$ cat src/hdl/irb_pkg.sv
// constants and types shared by the indirect register access bridge
package irb_pkg;

   // ---------------------------------------------------------------
   // register bus geometry
   // ---------------------------------------------------------------
   localparam int ADDR_W = 10;
   localparam int DATA_W = 32;

   // ---------------------------------------------------------------
   // register indices (byte address is four times the index)
   // ---------------------------------------------------------------
   localparam logic [7:0] IDX_ANA_CTRL = 8'h40;
   localparam logic [7:0] IDX_ANA_OFFSET = 8'h41;
   localparam logic [7:0] IDX_ANA_DATA = 8'h42;
   localparam logic [7:0] IDX_IB_CTRL = 8'h48;
   localparam logic [7:0] IDX_IB_ADDR_LOW = 8'h49;
   localparam logic [7:0] IDX_IB_ADDR_HIGH = 8'h4a;
   localparam logic [7:0] IDX_IB_DATA0 = 8'h4b;
   localparam logic [7:0] IDX_IB_DATA1 = 8'h4c;
   localparam logic [7:0] IDX_IB_DATA2 = 8'h4d;
   localparam logic [7:0] IDX_IB_DATA3 = 8'h4e;

   // ---------------------------------------------------------------
   // field positions
   // ---------------------------------------------------------------
   localparam int ANA_DIR_BIT = 0;
   localparam int ANA_STEP_BIT = 1;
   localparam int ANA_SEL_LSB = 2;
   localparam int ANA_SEL_MSB = 4;
   localparam int IB_EN_BIT = 0;
   localparam int IB_RD_BIT = 1;
   localparam int IB_STEP_BIT = 2;
   localparam int IB_SEL_LSB = 3;
   localparam int IB_SEL_MSB = 4;

   // ---------------------------------------------------------------
   // encodings, steps and reset values
   // ---------------------------------------------------------------
   localparam logic [2:0] ANA_SEL_NONE = 3'h0;
   localparam logic [2:0] ANA_SEL_RX = 3'h4;
   localparam logic [2:0] ANA_SEL_TX = 3'h5;
   localparam logic [1:0] IB_TGT_RX = 2'h0;
   localparam logic [1:0] IB_TGT_EDID = 2'h1;
   localparam logic [1:0] IB_TGT_CFG = 2'h2;
   localparam logic [1:0] IB_TGT_DIE = 2'h3;
   localparam logic [7:0] ANA_STEP = 8'h01;
   localparam logic [15:0] IB_STEP_WORD = 16'h0004;
   localparam logic [15:0] IB_STEP_BYTE = 16'h0001;
   localparam logic [7:0] RST_BYTE = 8'h00;
   localparam logic [2:0] RST_SEL3 = 3'h0;
   localparam logic [1:0] RST_SEL2 = 2'h0;
   localparam logic [31:0] RST_WORD = 32'h0000_0000;

   typedef enum {IRB_IDLE, IRB_SETUP, IRB_ACCESS} irb_bus_state_t;

endpackage

$ cat src/hdl/irb_req_if.sv
// request carrier between the bridge core and its internal bus engine
`timescale 1ns/10ps
interface irb_req_if;
   logic start;
   logic write;
   logic [1:0] target;
   logic [15:0] addr;
   logic [31:0] wdata;
   logic done;
   logic [31:0] rdata;

   modport ctrl (output start, write, target, addr, wdata,
                 input done, rdata);
   modport eng (input start, write, target, addr, wdata,
                output done, rdata);
endinterface

$ cat src/hdl/irb_apb_master.sv
// internal bus engine: one apb transfer per start pulse
`timescale 1ns/10ps
module irb_apb_master
   import irb_pkg::*;
(
   input wire logic core_clk,
   input wire logic reset_n,
   irb_req_if.eng req,
   output logic ibPsel,
   output logic ibPenable,
   output logic ibPwrite,
   output logic [15:0] ibPaddr,
   output logic [31:0] ibPwdata,
   output logic [1:0] ibTarget,
   input wire logic [31:0] ibPrdata,
   input wire logic ibPready
);

   irb_bus_state_t state;
   irb_bus_state_t next_state;

   // ---------------------------------------------------------------
   // sequencing
   // ---------------------------------------------------------------
   always_comb begin
      next_state = state;
      case (state)
         IRB_IDLE: if (req.start) next_state = IRB_SETUP;
         IRB_SETUP: next_state = IRB_ACCESS;
         IRB_ACCESS: if (ibPready) next_state = IRB_IDLE;
         default: next_state = IRB_IDLE;
      endcase
   end

   always_ff @(posedge core_clk or negedge reset_n) begin
      if (!reset_n) begin
         state <= IRB_IDLE;
         ibPsel <= 1'b0;
         ibPenable <= 1'b0;
      end else begin
         state <= next_state;
         ibPsel <= (next_state != IRB_IDLE);
         ibPenable <= (next_state == IRB_ACCESS);
      end
   end

   // request held stable from setup to the ready edge
   always_ff @(posedge core_clk or negedge reset_n) begin
      if (!reset_n) begin
         ibPwrite <= 1'b0;
         ibPaddr <= 16'h0000;
         ibPwdata <= RST_WORD;
         ibTarget <= RST_SEL2;
      end else if (state == IRB_IDLE && req.start) begin
         ibPwrite <= req.write;
         ibPaddr <= req.addr;
         ibPwdata <= req.wdata;
         ibTarget <= req.target;
      end
   end

   always_ff @(posedge core_clk or negedge reset_n) begin
      if (!reset_n) begin
         req.done <= 1'b0;
         req.rdata <= RST_WORD;
      end else begin
         req.done <= (state == IRB_ACCESS) && ibPready;
         if (state == IRB_ACCESS && ibPready && !ibPwrite) begin
            req.rdata <= ibPrdata;
         end
      end
   end

endmodule

$ cat src/hdl/irb_bridge.sv
// indirect register access bridge: apb register file, analog and bus paths
//
// Function
// - analog select 000 is no target, 100 the receiver, 101 the link tx.
// - with analog autostep set the offset grows by one per completed access.
// - analog direction 0 means indirect write, 1 means indirect read.
// - the 8-bit analog offset register addresses every analog access.
// - writing the analog data register writes that byte to the target.
// - reading the analog data register returns the target register value.
// - bus target 00 receiver, 01 edid sram, 10 config (ro), 11 die id (ro).
// - bus autostep adds 4 for the receiver target and 1 for the others.
// - writing 1 to read-start reads the bus word into the four data bytes.
// - read-start clears itself when the read data is in place.
// - bus transfers only happen while the enable bit is 1.
// - bus address is the high byte over the low byte.
// - data byte 0 is the least significant, byte 1 the next.
// - data byte 2 is next and byte 3 the most significant.
`timescale 1ns/10ps
module irb_bridge
   import irb_pkg::*;
(
   input wire logic core_clk,
   input wire logic reset_n,
   input wire logic psel,
   input wire logic penable,
   input wire logic pwrite,
   input wire logic [ADDR_W-1:0] paddr,
   input wire logic [DATA_W-1:0] pwdata,
   input wire logic [3:0] pstrb,
   output logic [DATA_W-1:0] prdata,
   output logic pready,
   output logic pslverr,
   output logic anaReq,
   output logic anaWrite,
   output logic anaSelRx,
   output logic anaSelTx,
   output logic [7:0] anaOffset,
   output logic [7:0] anaWdata,
   input wire logic [7:0] anaRdata,
   input wire logic anaAck,
   output logic ibPsel,
   output logic ibPenable,
   output logic ibPwrite,
   output logic [15:0] ibPaddr,
   output logic [31:0] ibPwdata,
   output logic [1:0] ibTarget,
   input wire logic [31:0] ibPrdata,
   input wire logic ibPready
);

   // ---------------------------------------------------------------
   // register state
   // ---------------------------------------------------------------
   logic [2:0] analogTargetSelect;
   logic analogOffsetAutostep;
   logic analogDirectionRead;
   logic [7:0] analogIndirectData;
   logic [1:0] internalBusTarget;
   logic internalBusAutostep;
   logic internalBusReadStart;
   logic internalBusEnable;
   logic [7:0] internalBusAddrLow;
   logic [7:0] internalBusAddrHigh;
   logic [7:0] internalBusDataByte [4];
   logic ibBusy;
   logic ibIsRead;
   logic ibStart;
   logic ibWrite;

   irb_req_if reqBus ();

   irb_apb_master engine (
      .core_clk(core_clk),
      .reset_n(reset_n),
      .req(reqBus),
      .ibPsel(ibPsel),
      .ibPenable(ibPenable),
      .ibPwrite(ibPwrite),
      .ibPaddr(ibPaddr),
      .ibPwdata(ibPwdata),
      .ibTarget(ibTarget),
      .ibPrdata(ibPrdata),
      .ibPready(ibPready)
   );

   // ---------------------------------------------------------------
   // bus decode
   // ---------------------------------------------------------------
   wire [7:0] regIdx = paddr[ADDR_W-1:2];
   wire hitAnaCtrl = (regIdx == IDX_ANA_CTRL);
   wire hitAnaOffset = (regIdx == IDX_ANA_OFFSET);
   wire hitAnaData = (regIdx == IDX_ANA_DATA);
   wire hitIbCtrl = (regIdx == IDX_IB_CTRL);
   wire hitIbAddrLow = (regIdx == IDX_IB_ADDR_LOW);
   wire hitIbAddrHigh = (regIdx == IDX_IB_ADDR_HIGH);
   wire hitIbData = (regIdx >= IDX_IB_DATA0) && (regIdx <= IDX_IB_DATA3);
   wire [1:0] dataLane = 2'(regIdx - IDX_IB_DATA0);
   wire mapped = hitAnaCtrl | hitAnaOffset | hitAnaData | hitIbCtrl |
                 hitIbAddrLow | hitIbAddrHigh | hitIbData;

   wire accessPhase = psel & penable & ~pready;
   wire doneEdge = psel & penable & pready;
   // writes land only on the completing edge, low lane only
   wire wrEdge = doneEdge & pwrite & pstrb[0] & mapped;

   // ---------------------------------------------------------------
   // analog path decode
   // ---------------------------------------------------------------
   wire anaIsRx = (analogTargetSelect == ANA_SEL_RX);
   wire anaIsTx = (analogTargetSelect == ANA_SEL_TX);
   // reserved codes behave like the disabled code
   wire anaTargetOk = anaIsRx | anaIsTx;
   // a data access goes out only in the programmed direction
   wire anaDirMatch = pwrite ? (pstrb[0] & ~analogDirectionRead)
                             : analogDirectionRead;
   wire needAna = hitAnaData & anaTargetOk & anaDirMatch;
   wire anaLaunch = accessPhase & needAna & ~anaReq & ~anaAck;
   wire anaStepEn = anaAck & analogOffsetAutostep;

   // ---------------------------------------------------------------
   // internal bus path decode
   // ---------------------------------------------------------------
   wire [15:0] ibAddr = {internalBusAddrHigh, internalBusAddrLow};
   wire ibWritable = (internalBusTarget == IB_TGT_RX) |
                     (internalBusTarget == IB_TGT_EDID);
   wire [15:0] ibStep = (internalBusTarget == IB_TGT_RX) ?
                        IB_STEP_WORD : IB_STEP_BYTE;
   wire ibDone = reqBus.done;
   wire ibRdKick = wrEdge & hitIbCtrl & pwdata[IB_RD_BIT] &
                   pwdata[IB_EN_BIT] & ~ibBusy;
   // writing the top byte sends the assembled word
   wire ibWrKick = wrEdge & hitIbData & (dataLane == 2'h3) &
                   internalBusEnable & ibWritable & ~ibBusy;
   // address and data bytes are frozen while a transfer runs
   wire ibRegWrOk = wrEdge & ~ibBusy;

   assign reqBus.start = ibStart;
   assign reqBus.write = ibWrite;
   assign reqBus.target = internalBusTarget;
   assign reqBus.addr = ibAddr;
   assign reqBus.wdata = {internalBusDataByte[3], internalBusDataByte[2],
                          internalBusDataByte[1], internalBusDataByte[0]};

   // ---------------------------------------------------------------
   // read data mux
   // ---------------------------------------------------------------
   wire [7:0] anaCtrlByte = {3'h0, analogTargetSelect,
                             analogOffsetAutostep, analogDirectionRead};
   wire [7:0] ibCtrlByte = {3'h0, internalBusTarget, internalBusAutostep,
                            internalBusReadStart, internalBusEnable};
   wire [7:0] readByte =
      hitAnaCtrl ? anaCtrlByte :
      hitAnaOffset ? anaOffset :
      hitAnaData ? analogIndirectData :
      hitIbCtrl ? ibCtrlByte :
      hitIbAddrLow ? internalBusAddrLow :
      hitIbAddrHigh ? internalBusAddrHigh :
      hitIbData ? internalBusDataByte[dataLane] : RST_BYTE;
   wire [7:0] answerByte = needAna ? anaRdata : readByte;

   // ---------------------------------------------------------------
   // apb slave answer
   // ---------------------------------------------------------------
   // analog data accesses that go out wait for the far side, all others take one wait
   always_ff @(posedge core_clk or negedge reset_n) begin
      if (!reset_n) begin
         pready <= 1'b0;
         pslverr <= 1'b0;
         prdata <= RST_WORD;
      end else begin
         pready <= accessPhase & (~needAna | anaAck);
         if (accessPhase & (~needAna | anaAck)) begin
            pslverr <= ~mapped;
            prdata <= pwrite ? RST_WORD : {24'h000000, answerByte};
         end
      end
   end

   // ---------------------------------------------------------------
   // analog control and offset
   // ---------------------------------------------------------------
   always_ff @(posedge core_clk or negedge reset_n) begin
      if (!reset_n) begin
         analogTargetSelect <= RST_SEL3;
         analogOffsetAutostep <= 1'b0;
         analogDirectionRead <= 1'b0;
      end else if (wrEdge & hitAnaCtrl) begin
         analogTargetSelect <= pwdata[ANA_SEL_MSB:ANA_SEL_LSB];
         analogOffsetAutostep <= pwdata[ANA_STEP_BIT];
         analogDirectionRead <= pwdata[ANA_DIR_BIT];
      end
   end

   // offset output is the register itself
   always_ff @(posedge core_clk or negedge reset_n) begin
      if (!reset_n) begin
         anaOffset <= RST_BYTE;
      end else if (wrEdge & hitAnaOffset) begin
         anaOffset <= pwdata[7:0];
      end else if (anaStepEn) begin
         anaOffset <= anaOffset + ANA_STEP;
      end
   end

   always_ff @(posedge core_clk or negedge reset_n) begin
      if (!reset_n) begin
         analogIndirectData <= RST_BYTE;
      end else if (anaAck & ~anaWrite) begin
         analogIndirectData <= anaRdata;
      end else if (wrEdge & hitAnaData & anaTargetOk) begin
         analogIndirectData <= pwdata[7:0];
      end
   end

   // ---------------------------------------------------------------
   // analog request, held until the far side acknowledges
   // ---------------------------------------------------------------
   always_ff @(posedge core_clk or negedge reset_n) begin
      if (!reset_n) begin
         anaReq <= 1'b0;
         anaWrite <= 1'b0;
         anaSelRx <= 1'b0;
         anaSelTx <= 1'b0;
         anaWdata <= RST_BYTE;
      end else if (anaLaunch) begin
         anaReq <= 1'b1;
         anaWrite <= pwrite;
         anaSelRx <= anaIsRx;
         anaSelTx <= anaIsTx;
         anaWdata <= pwdata[7:0];
      end else if (anaAck) begin
         anaReq <= 1'b0;
      end
   end

   // ---------------------------------------------------------------
   // internal bus control
   // ---------------------------------------------------------------
   always_ff @(posedge core_clk or negedge reset_n) begin
      if (!reset_n) begin
         internalBusTarget <= RST_SEL2;
         internalBusAutostep <= 1'b0;
         internalBusEnable <= 1'b0;
      end else if (wrEdge & hitIbCtrl) begin
         internalBusTarget <= pwdata[IB_SEL_MSB:IB_SEL_LSB];
         internalBusAutostep <= pwdata[IB_STEP_BIT];
         internalBusEnable <= pwdata[IB_EN_BIT];
      end
   end

   // set by a kick, cleared by the read completion
   always_ff @(posedge core_clk or negedge reset_n) begin
      if (!reset_n) begin
         internalBusReadStart <= 1'b0;
      end else if (ibRdKick) begin
         internalBusReadStart <= 1'b1;
      end else if (ibDone & ibIsRead) begin
         internalBusReadStart <= 1'b0;
      end
   end

   always_ff @(posedge core_clk or negedge reset_n) begin
      if (!reset_n) begin
         ibStart <= 1'b0;
         ibWrite <= 1'b0;
         ibBusy <= 1'b0;
         ibIsRead <= 1'b0;
      end else begin
         ibStart <= ibRdKick | ibWrKick;
         if (ibRdKick | ibWrKick) begin
            ibWrite <= ibWrKick;
            ibIsRead <= ibRdKick;
            ibBusy <= 1'b1;
         end else if (ibDone) begin
            ibBusy <= 1'b0;
         end
      end
   end

   // ---------------------------------------------------------------
   // internal bus address
   // ---------------------------------------------------------------
   always_ff @(posedge core_clk or negedge reset_n) begin
      if (!reset_n) begin
         internalBusAddrLow <= RST_BYTE;
         internalBusAddrHigh <= RST_BYTE;
      end else if (ibDone & internalBusAutostep) begin
         {internalBusAddrHigh, internalBusAddrLow} <= ibAddr + ibStep;
      end else if (ibRegWrOk & hitIbAddrLow) begin
         internalBusAddrLow <= pwdata[7:0];
      end else if (ibRegWrOk & hitIbAddrHigh) begin
         internalBusAddrHigh <= pwdata[7:0];
      end
   end

   // ---------------------------------------------------------------
   // internal bus data bytes, lane 0 least significant
   // ---------------------------------------------------------------
   for (genvar i = 0; i < 4; i++) begin : g_data
      always_ff @(posedge core_clk or negedge reset_n) begin
         if (!reset_n) begin
            internalBusDataByte[i] <= RST_BYTE;
         end else if (ibDone & ibIsRead) begin
            internalBusDataByte[i] <= reqBus.rdata[8*i +: 8];
         end else if (ibRegWrOk & hitIbData & (dataLane == 2'(i))) begin
            internalBusDataByte[i] <= pwdata[7:0];
         end
      end
   end

endmodule

$ cat config.mk
export PLATFORM = sky130hd
export DESIGN_NAME = irb_bridge
export DESIGN_NICKNAME = d
export VERILOG_FILES = /design/src/hdl/irb_pkg.sv /design/src/hdl/irb_req_if.sv /design/src/hdl/irb_apb_master.sv /design/src/hdl/irb_bridge.sv
export SDC_FILE = /design/constraint.sdc
export NUM_CORES = 1
export LEC_CHECK = 0
export ABC_AREA = 0
export BUFFER_PORTS_ARGS = -buffer_cell sky130_fd_sc_hd__buf_2
export CORE_MARGIN = 1
export CORE_UTILIZATION = 60
export CTS_CLUSTER_SIZE = 30
export DETAILED_ROUTE_END_ITERATION = 10
export HOLD_SLACK_MARGIN = 0.03
export PLACE_DENSITY = 0.86
export SLEW_MARGIN = 40
export SYNTH_ARGS = -nofsm -noshare
export SYNTH_HDL_FRONTEND = slang
export SYNTH_SLANG_ARGS = --single-unit
$ cat constraint.sdc
create_clock -name core_clk -period 3.81 [get_ports core_clk]
set_input_delay 0 -clock core_clk [delete_from_list [all_inputs] [get_ports core_clk]]
set_output_delay 0 -clock core_clk [all_outputs]
set_load 0.02 [all_outputs]
==> impl_results.md, run 1 <==
- Vias in the first global route: approximately 8.0k
- Slew headroom: 0.493
- Via density per instance: slightly below 6
- Post-synth top area cell: dfrtp_1
- Synth cell types: 66
- Share of layout cells above drive strength 1: 0.293
- MaxCap Viol Count: 0
- Initial drt markers: between 600 and 700
- Flop and latch count out of synthesis: approximately 220
- Vias: 7960
- WS Path Type: primary input to flop
- Post-CTS setup buffers: 0
- CTS H-tree lvls: 1
- HPWL Detailed: 17600 um
- Max-slew violations: 0
- Routed WL per cell: ~21 um
- Clock tree sinks: 218
- Cell Area, Synth: 10100 um2
- Nature of the critical path endpoint: flop
- Grt ovf: 0
- CTS tree: yes
- ANT nets after route: 0
- Post-cts sizing count: 0
- Worst min-delay path class: primary input to flop
- Static Leak: ~0.0063 uW
- Worst-Skew Late Latency: about 0.53 ns
- ANT cells: 0
- Post-synth EDFFs: 0
- Critical path required time: 4.27 ns
- Die Height: ~130 um
- Pre-CTS WS: roughly 0.99 ns
- Area grow syn2layout: 23.5%
- Detailed Route WL: ~28000 um
- Setup-failing EPs final: 0
- Mean Syn Cell Area: ~12 um2
- PnR worst setup slack: around 1.0 ns
- Worst Tran Pin Value: 0.761 ns
- PortBufs: roughly 150
- Most used flip-flop cell after synthesis: dfrtp_1
- Core area: around 17000 um2
- Power Density: 404 nW/um2
- DR pass1 iterations: 7
- Die area: 17400 um2
- RSZ-0062 raised after global routing: no
- Outcome: completed
- Setup TNS Final: 0 ns
- Hold buffer count at CTS: between 60 and 70
- CTS Buf Count: 23
- Boundary Pins: 200
- Site Rows: 47
- Fin crit share: 0.725
- Startpoint type of the worst setup path: primary input
- Horiz. Die Dim: around 130 um
- Routability cong.: about 0.94
- First-pass GRT wire length: 43500 um
- Period minus WS final: roughly 2.8 ns
- Crit path DAT: approximately 3.2 ns
- Ys Warns: 0
- Worst clock skew: between 0.009 and 0.01 ns
- Global-route usage over all layers: 0.327
- Register area share after synthesis: 0.538
- Syn Inst Count: 877
- Residual DRC: 0
- Final layout net count: between 1k and 1.5k
- Final Hold Fails: 0
- VDD IR-drop max: 0.000346 V
- Final Util: 0.758
- Root Buffer: clkbuf_16
- Initial core utilization: 0.614
- Top cells by area, synth: dfrtp_1 54%, mux2_2 11%, mux2i_1 4.8%, a21oi_1 3.5%, nor2_1 2.4%
- Crit path max fanout: 16
- Initial antenna violation count: 0
- FFs w/ async S/R, synth: 1.00
- Clock slew at reported path FFs: roughly 0.060 ns
- Fmax: approximately 360 MHz
- Top cell type's share of synthesized area: 0.538
- Largest net degree at the start of global routing: 102
- Clock Tree Buf Depth: 3
## kinds of logic (layout without fill, tap and decap cells)
| logic type | after synthesis | in the layout | share of synthesized area |
|---|---|---|---|
| other | 1 | 54 | 0.000370 |
| AO/OA/AOI/OAI | 169 | 169 | 0.105 |
| adder cells (fa/ha/maj) | 8 | 8 | 0.00987 |
| multiplexers | 159 | 159 | 0.182 |
| AND/OR/NAND/NOR | 224 | 224 | 0.113 |
| flip-flops | 218 | 218 | 0.538 |
| XOR/XNOR | 10 | 10 | 0.00863 |
| buffers and inverters | 88 | 276 | 0.0437 |
## cells in the final DEF, fill, tap and decap left out, types with 23 or more instances in the layout
cell type	netlist	layout
buf_2	8	145
mux2i_1	49	49
o21ai_0	35	35
conb_1	1	54
mux2_2	96	96
nand2_1	51	50
clkbuf_16	0	23
a21oi_1	71	71
nor2_1	66	66
dlygate4sd3_1	0	63
dfrtp_1	218	218
## cells in the mapped netlist, drive strengths merged, types with 3 or more instances
cell,instances
and3,10
clkbuf,38
inv,12
o221ai,3
o2111ai,6
mux4,8
a2111oi,3
o21a,6
a21oi,71
a22oi,6
xor2,3
buf,38
o31ai,6
nand4b,3
a22o,4
and4,3
dfrtp,218
a221oi,4
nand4,13
xnor2,7
o211ai,4
nor2b,6
ha,8
a211oi,4
nor2,66
nand2b,12
or2,3
o21ai,36
nand2,51
nor4,11
mux2i,49
nand3,19
mux2,102
nor3,14
## through the flow
step / area [um2] / total power, uW / hold WS, ns / instances
floorplan: 10300 / 2540 / -0.296 / 930
global placement: 11100 / 2650 / 0.135 / 1234
detailed placement: 11100 / 2660 / 0.137 / 1234
CTS: 12500 / 5080 / 0.0413 / 1338
global route: 12500 / 5220 / 0.0853 / 1338
finish: 12500 / 5070 / 0.0470 / 1338
## state kept, by name, indices dropped and copies added (netlist names), 2 cells and up
register and flops:
engine.ibTarget 2, internalBusDataByte 32, engine.ibPwdata 32, engine.ibPaddr 16, engine.req.rdata 32, internalBusTarget 2
anaWdata 8, analogTargetSelect 3, analogIndirectData 8, engine.state 32, internalBusAddrHigh 8, anaOffset 8
prdata 8, internalBusAddrLow 8
## critical path, cell delays in order
cell,delay [ns]
buf_2,0.21
inv_1,0.13
ha_1,0.16
buf_4,0.21
or3b_2,0.56
a2111oi_4,0.58
nand4_1,0.15
dlygate4sd3_1,0.59
nand3_1,0.08
dlygate4sd3_1,0.54
## layout make-up
| type | instances | area (um2) |
|---|---|---|
| well taps | 220 | 275 |
| clock inverters | 11 | 181 |
| fillers | 1068 | 4000 |
| inverters | 12 | 45.0 |
| flip-flops and latches | 218 | 5460 |
| clock buffers | 30 | 632 |
| multi-input cells | 624 | 4460 |
| repair buffers | 223 | 1480 |
## power breakdown
part           switching [uW]  internal (uW)  total [uW]  leakage (uW)
registers                13.9           2340        2360       0.00276
logic                     206            116         322       0.00316
clock network             934           1450        2390      0.000394
## metal layers
| metal | GRT usage | vias to the layer above | share of wire |
|---|---|---|---|
| met4 | 0.138 | 0 | 0.038 |
| met1 | 0.415 | 3945 | 0.39 |
| met2 | 0.550 | 384 | 0.49 |
| li1 | - | 3547 | - |
| met5 | 0 | - | 0 |
| met3 | 0.0650 | 84 | 0.078 |
## final timing paths
kind | end | from | cells after the start | slack (ns)
max | prdata[4] | paddr[2] | 10 | 1.05
min | ibIsRead | psel | 6 | 0.05
max reg2reg | engine.ibPaddr[0] | engine.state[8] | 6 | 1.10
min reg2reg | internalBusReadStart | internalBusReadStart | 2 | 0.48
max in group asynchronous | engine.state[19] | reset_n | 3 | 2.66
min in group asynchronous | anaOffset[1] | reset_n | 2 | 0.08
Note: power is estimated with default switching activity, not from simulation.
==> inputs of run 2 (changes only) <==
--- a/config.mk
+++ b/config.mk
@@ -5,14 +5,14 @@
 export SDC_FILE = /design/constraint.sdc
 export NUM_CORES = 1
 export LEC_CHECK = 0
-export ABC_AREA = 0
+export ABC_AREA = 1
 export BUFFER_PORTS_ARGS = -buffer_cell sky130_fd_sc_hd__buf_2
 export CORE_MARGIN = 1
-export CORE_UTILIZATION = 60
+export CORE_UTILIZATION = 50
 export CTS_CLUSTER_SIZE = 30
 export DETAILED_ROUTE_END_ITERATION = 10
 export HOLD_SLACK_MARGIN = 0.03
-export PLACE_DENSITY = 0.86
+export PLACE_DENSITY = 0.76
 export SLEW_MARGIN = 40
 export SYNTH_ARGS = -nofsm -noshare
 export SYNTH_HDL_FRONTEND = slang
==> constraint.sdc (replaced) <==
create_clock -name core_clk -period 2.4 [get_ports core_clk]
set_input_delay 0 -clock core_clk [delete_from_list [all_inputs] [get_ports core_clk]]
set_output_delay 0 -clock core_clk [all_outputs]
set_load 0.02 [all_outputs]
==> run 2 against run 1 <==
  * Flip-flop and latch count stayed put
  * Clock skew grew 0.0062 ns
  * Sequential power increased by 66%
  * Synthesized area is 2.3% higher
  * Critical endpoint is now prdata[5]
  * Critical path depth rose by 3
  * First-iteration DRC count up 0.63%
  * Count of clock-buffer cells in the layout fell by 2
  * Power is 76% higher
  * Clock power up 69%
  * Die area is 22% higher
==> impl_results.md, run 2 <==
- Fmax: approximately 430 MHz
- Root Buffer: clkbuf_16
- Final layout net count: between 1.5k and 2k
- Most used flip-flop cell after synthesis: dfrtp_1
- RSZ-0062 raised after global routing: no
- Static Leak: between 0.007 and 0.008 uW
- Post-synth top area cell: dfrtp_1
- HPWL Detailed: ~19000 um
- Initial antenna violation count: 5
- Top cells by area, synth: dfrtp_1 53%, nand2_1 15%, o21ai_0 6.8%, inv_1 6.0%, nand3_1 3.4%
- Register area share after synthesis: 0.526
- Detailed Route WL: about 27000 um
- Residual DRC: 0
- FFs w/ async S/R, synth: 1.00
- CTS Buf Count: 24
- Worst clock skew: approximately 0.015 ns
- VDD IR-drop max: 0.000507 V
- Period minus WS final: around 2.3 ns
- Fin crit share: 0.959
- Critical-path top delay cell: dlygate4sd3_1
- Setup-failing EPs final: 0
- Initial core utilization: 0.511
- Synth Area in Adders: 0.00964
- Busiest layer in global routing: met2
- Outcome: completed
- Die Height: between 100 and 150 um
- ANT nets after route: 0
- Clock tree sinks: ~220
- CTS H-tree lvls: 1
- Setup TNS Final: 0 ns
- Critical path required time: 2.81 ns
- Final Util: 0.639
- Reg-to-Reg End: prdata[5]
- Core area: roughly 20000 um2
- Synth cell types: 40
- CP peak stage delay: about 0.54 ns
- Worst min-delay path class: primary input to flop
- Worst hold slack: roughly 0.039 ns
- Mean Syn Cell Area: 8.23 um2
- Synth Area in Compound Gates: 0.107
- Max-slew violations: 0
- Internal power: roughly 6600 uW
- Vias in the first global route: just under 9k
- PortBufs: around 150
- Simple-Gate Fraction of Synth Area: 0.251
- Top cell type's share of synthesized area: 0.526
- Clock power share: 0.455
- Via density per instance: 5.12
- Flop and latch count out of synthesis: 218
- Share of layout cells above drive strength 1: 0.168
- Worst-Skew Late Latency: between 0.5 and 0.6 ns
- R2R cell count: 13
- Syn Inst Count: 1261
- Crit-path cells: inv_1, a21oi_1, o21ai_0, o21ai_0, nand3_1, nor2_1, o21ai_1, o211ai_1, nand2_1, o21ai_0, nand2_1, dlygate4sd3_1, nand2_1
- Crit path launch: internalBusDataByte[29]
- Routability cong.: between 0.8 and 0.9
- Vias: about 9k
- Cell Area, Synth: ~10000 um2
- Combinational share of power: 0.105
- Fill cells: roughly 1.7k
- Largest family of logic cells by synthesized area: simple AND/OR/NAND/NOR gates
- Clock Tree Buf Depth: 3
- DR pass1 iterations: 6
- Critical Path Sink: prdata[5]
- Grt ovf: 0
- Ys Warns: 0
- Slew headroom: 0.560
- Post-CTS setup buffers: 0
- Die area: around 21000 um2
- Leading cell types in the layout, fill and taps excluded: 410 x nand2_1, 218 x dfrtp_1, 165 x inv_1, 145 x buf_2, 140 x o21ai_0
- Internal reg-to-reg setup slack: roughly 0.099 ns
- Commonest cells in the netlist: 411 x nand2_1, 218 x dfrtp_1, 165 x inv_1
- Startpoint type of the worst setup path: flop
- Boundary Pins: 200
- Horiz. Die Dim: approximately 150 um
- RR Startpoint: internalBusDataByte[29]
- Met2 usage: 0.424
- Post-synth EDFFs: 0
- Met3 usage: 0.0463
- Nature of the critical path endpoint: flop
- Clock slew at reported path FFs: ~0.06 ns
- Top-count cell post-synth: nand2_1
- Final Hold Fails: 0
- Worst Tran Pin Value: between 0.6 and 0.7 ns
- Commonest non-fill, non-tap cell in the layout: nand2_1
- Crit path max fanout: 2
- CTS tree: yes
- Synth Area in XOR/XNOR: 0.00591
- WS Path Type: flop to flop
- Power Density: 687 nW/um2
- MaxCap Viol Count: 0
- Crit path DAT: roughly 2.7 ns
- Routed WL per cell: around 15 um
- Switching Share: 0.257
- Switch Pwr: about 2300 uW
- Tot Pwr: 8910 uW
- Reg power frac: 0.440
- Mux cell area share after synthesis: 0.00651
- Global-route usage over all layers: 0.261
- Largest net degree at the start of global routing: 78
- Site Rows: 52
- Initial drt markers: ~630
- First-pass GRT wire length: around 45000 um
- Met1 GRT Util: 0.346
- Area grow syn2layout: 25.0%
[run 2: cell count changes after synthesis, sizes merged, moves of 9 or more]
cell	previous run	this run
o211ai	4	13
inv	12	167
nand3	19	72
a21oi	71	39
nand2	51	421
mux2i	49	0
and3	10	0
clkbuf	38	26
mux2	102	6
o21ai	36	143
nand2b	12	0
[run 2: kinds of logic after synthesis]
| kind of cell | after synthesis |
|---|---|
| simple gates | 586 |
| mux | 6 |
| fa+ha+maj | 8 |
| compound gates | 207 |
| flops | 218 |
| other cells | 1 |
| xor+xnor | 7 |
| buf+inv | 228 |
[run 2: worst min-delay path by stage]
stage	start	endpoint	slack [ns]	cells after the start
global placement	reset_n	prdata[7]	0.07	1
finish	paddr[4]	pslverr	0.04	5
floorplan	reset_n	anaOffset[0]	-0.30	0
CTS	paddr[4]	pslverr	0.03	5
global route	paddr[4]	pslverr	0.10	5
detailed placement	reset_n	prdata[4]	0.08	1
[run 2: area by class of cell]
type / instances / area (um2) / share of cell area
flip-flops and latches: 218 / 5460 / 0.421
well taps: 270 / 338 / 0.0260
diodes: 3 / 7.51 / 0.000579
clock inverters: 16 / 244 / 0.0188
inverters: 169 / 638 / 0.0492
multi-input cells: 868 / 4160 / 0.321
repair buffers: 222 / 1480 / 0.114
clock buffers: 28 / 646 / 0.0498
[run 2: metal layers]
metal	wire length (um)	vias to the layer above	part of all wire
met3	1920	99	0.070
li1	-	4407	-
met5	34	-	0.0012
met4	1090	4	0.040
met2	13000	361	0.47
met1	11300	4318	0.41
[run 2: timing repair]
item	4_1_cts	5_1_grt
endpoints found under the hold margin	266	0
hold buffers	57	0
setup endpoints to repair	0	3
resized for setup	0	5
[run 2: through the flow]
stage                     instances  setup slack, ns  area [um2]
final                          1794           0.0994       13000
after global routing           1794          0.00953       13000
after CTS                      1791           0.0437       13000
after detailed placement       1690            0.154       11500
after global placement         1690            0.224       11500
after floorplan                1314            0.394       10600
[run 2: power by group through the flow]
stage / Combinational, uW / Clock [uW] / Sequential (uW)
floorplan: 437 / 0 / 4040
global placement: 824 / 0 / 3980
detailed placement: 842 / 0 / 3980
CTS: 922 / 4100 / 3920
global route: 1030 / 4270 / 3930
finish: 935 / 4050 / 3920
[run 2: critical path, delay by kind of cell, from the launching register on]
kind                   cells  cell delay [ns]
AO/OA/AOI/OAI              6             0.77
buffers and inverters      2             0.65
flip-flops                 1             0.38
AND/OR/NAND/NOR            5             0.38
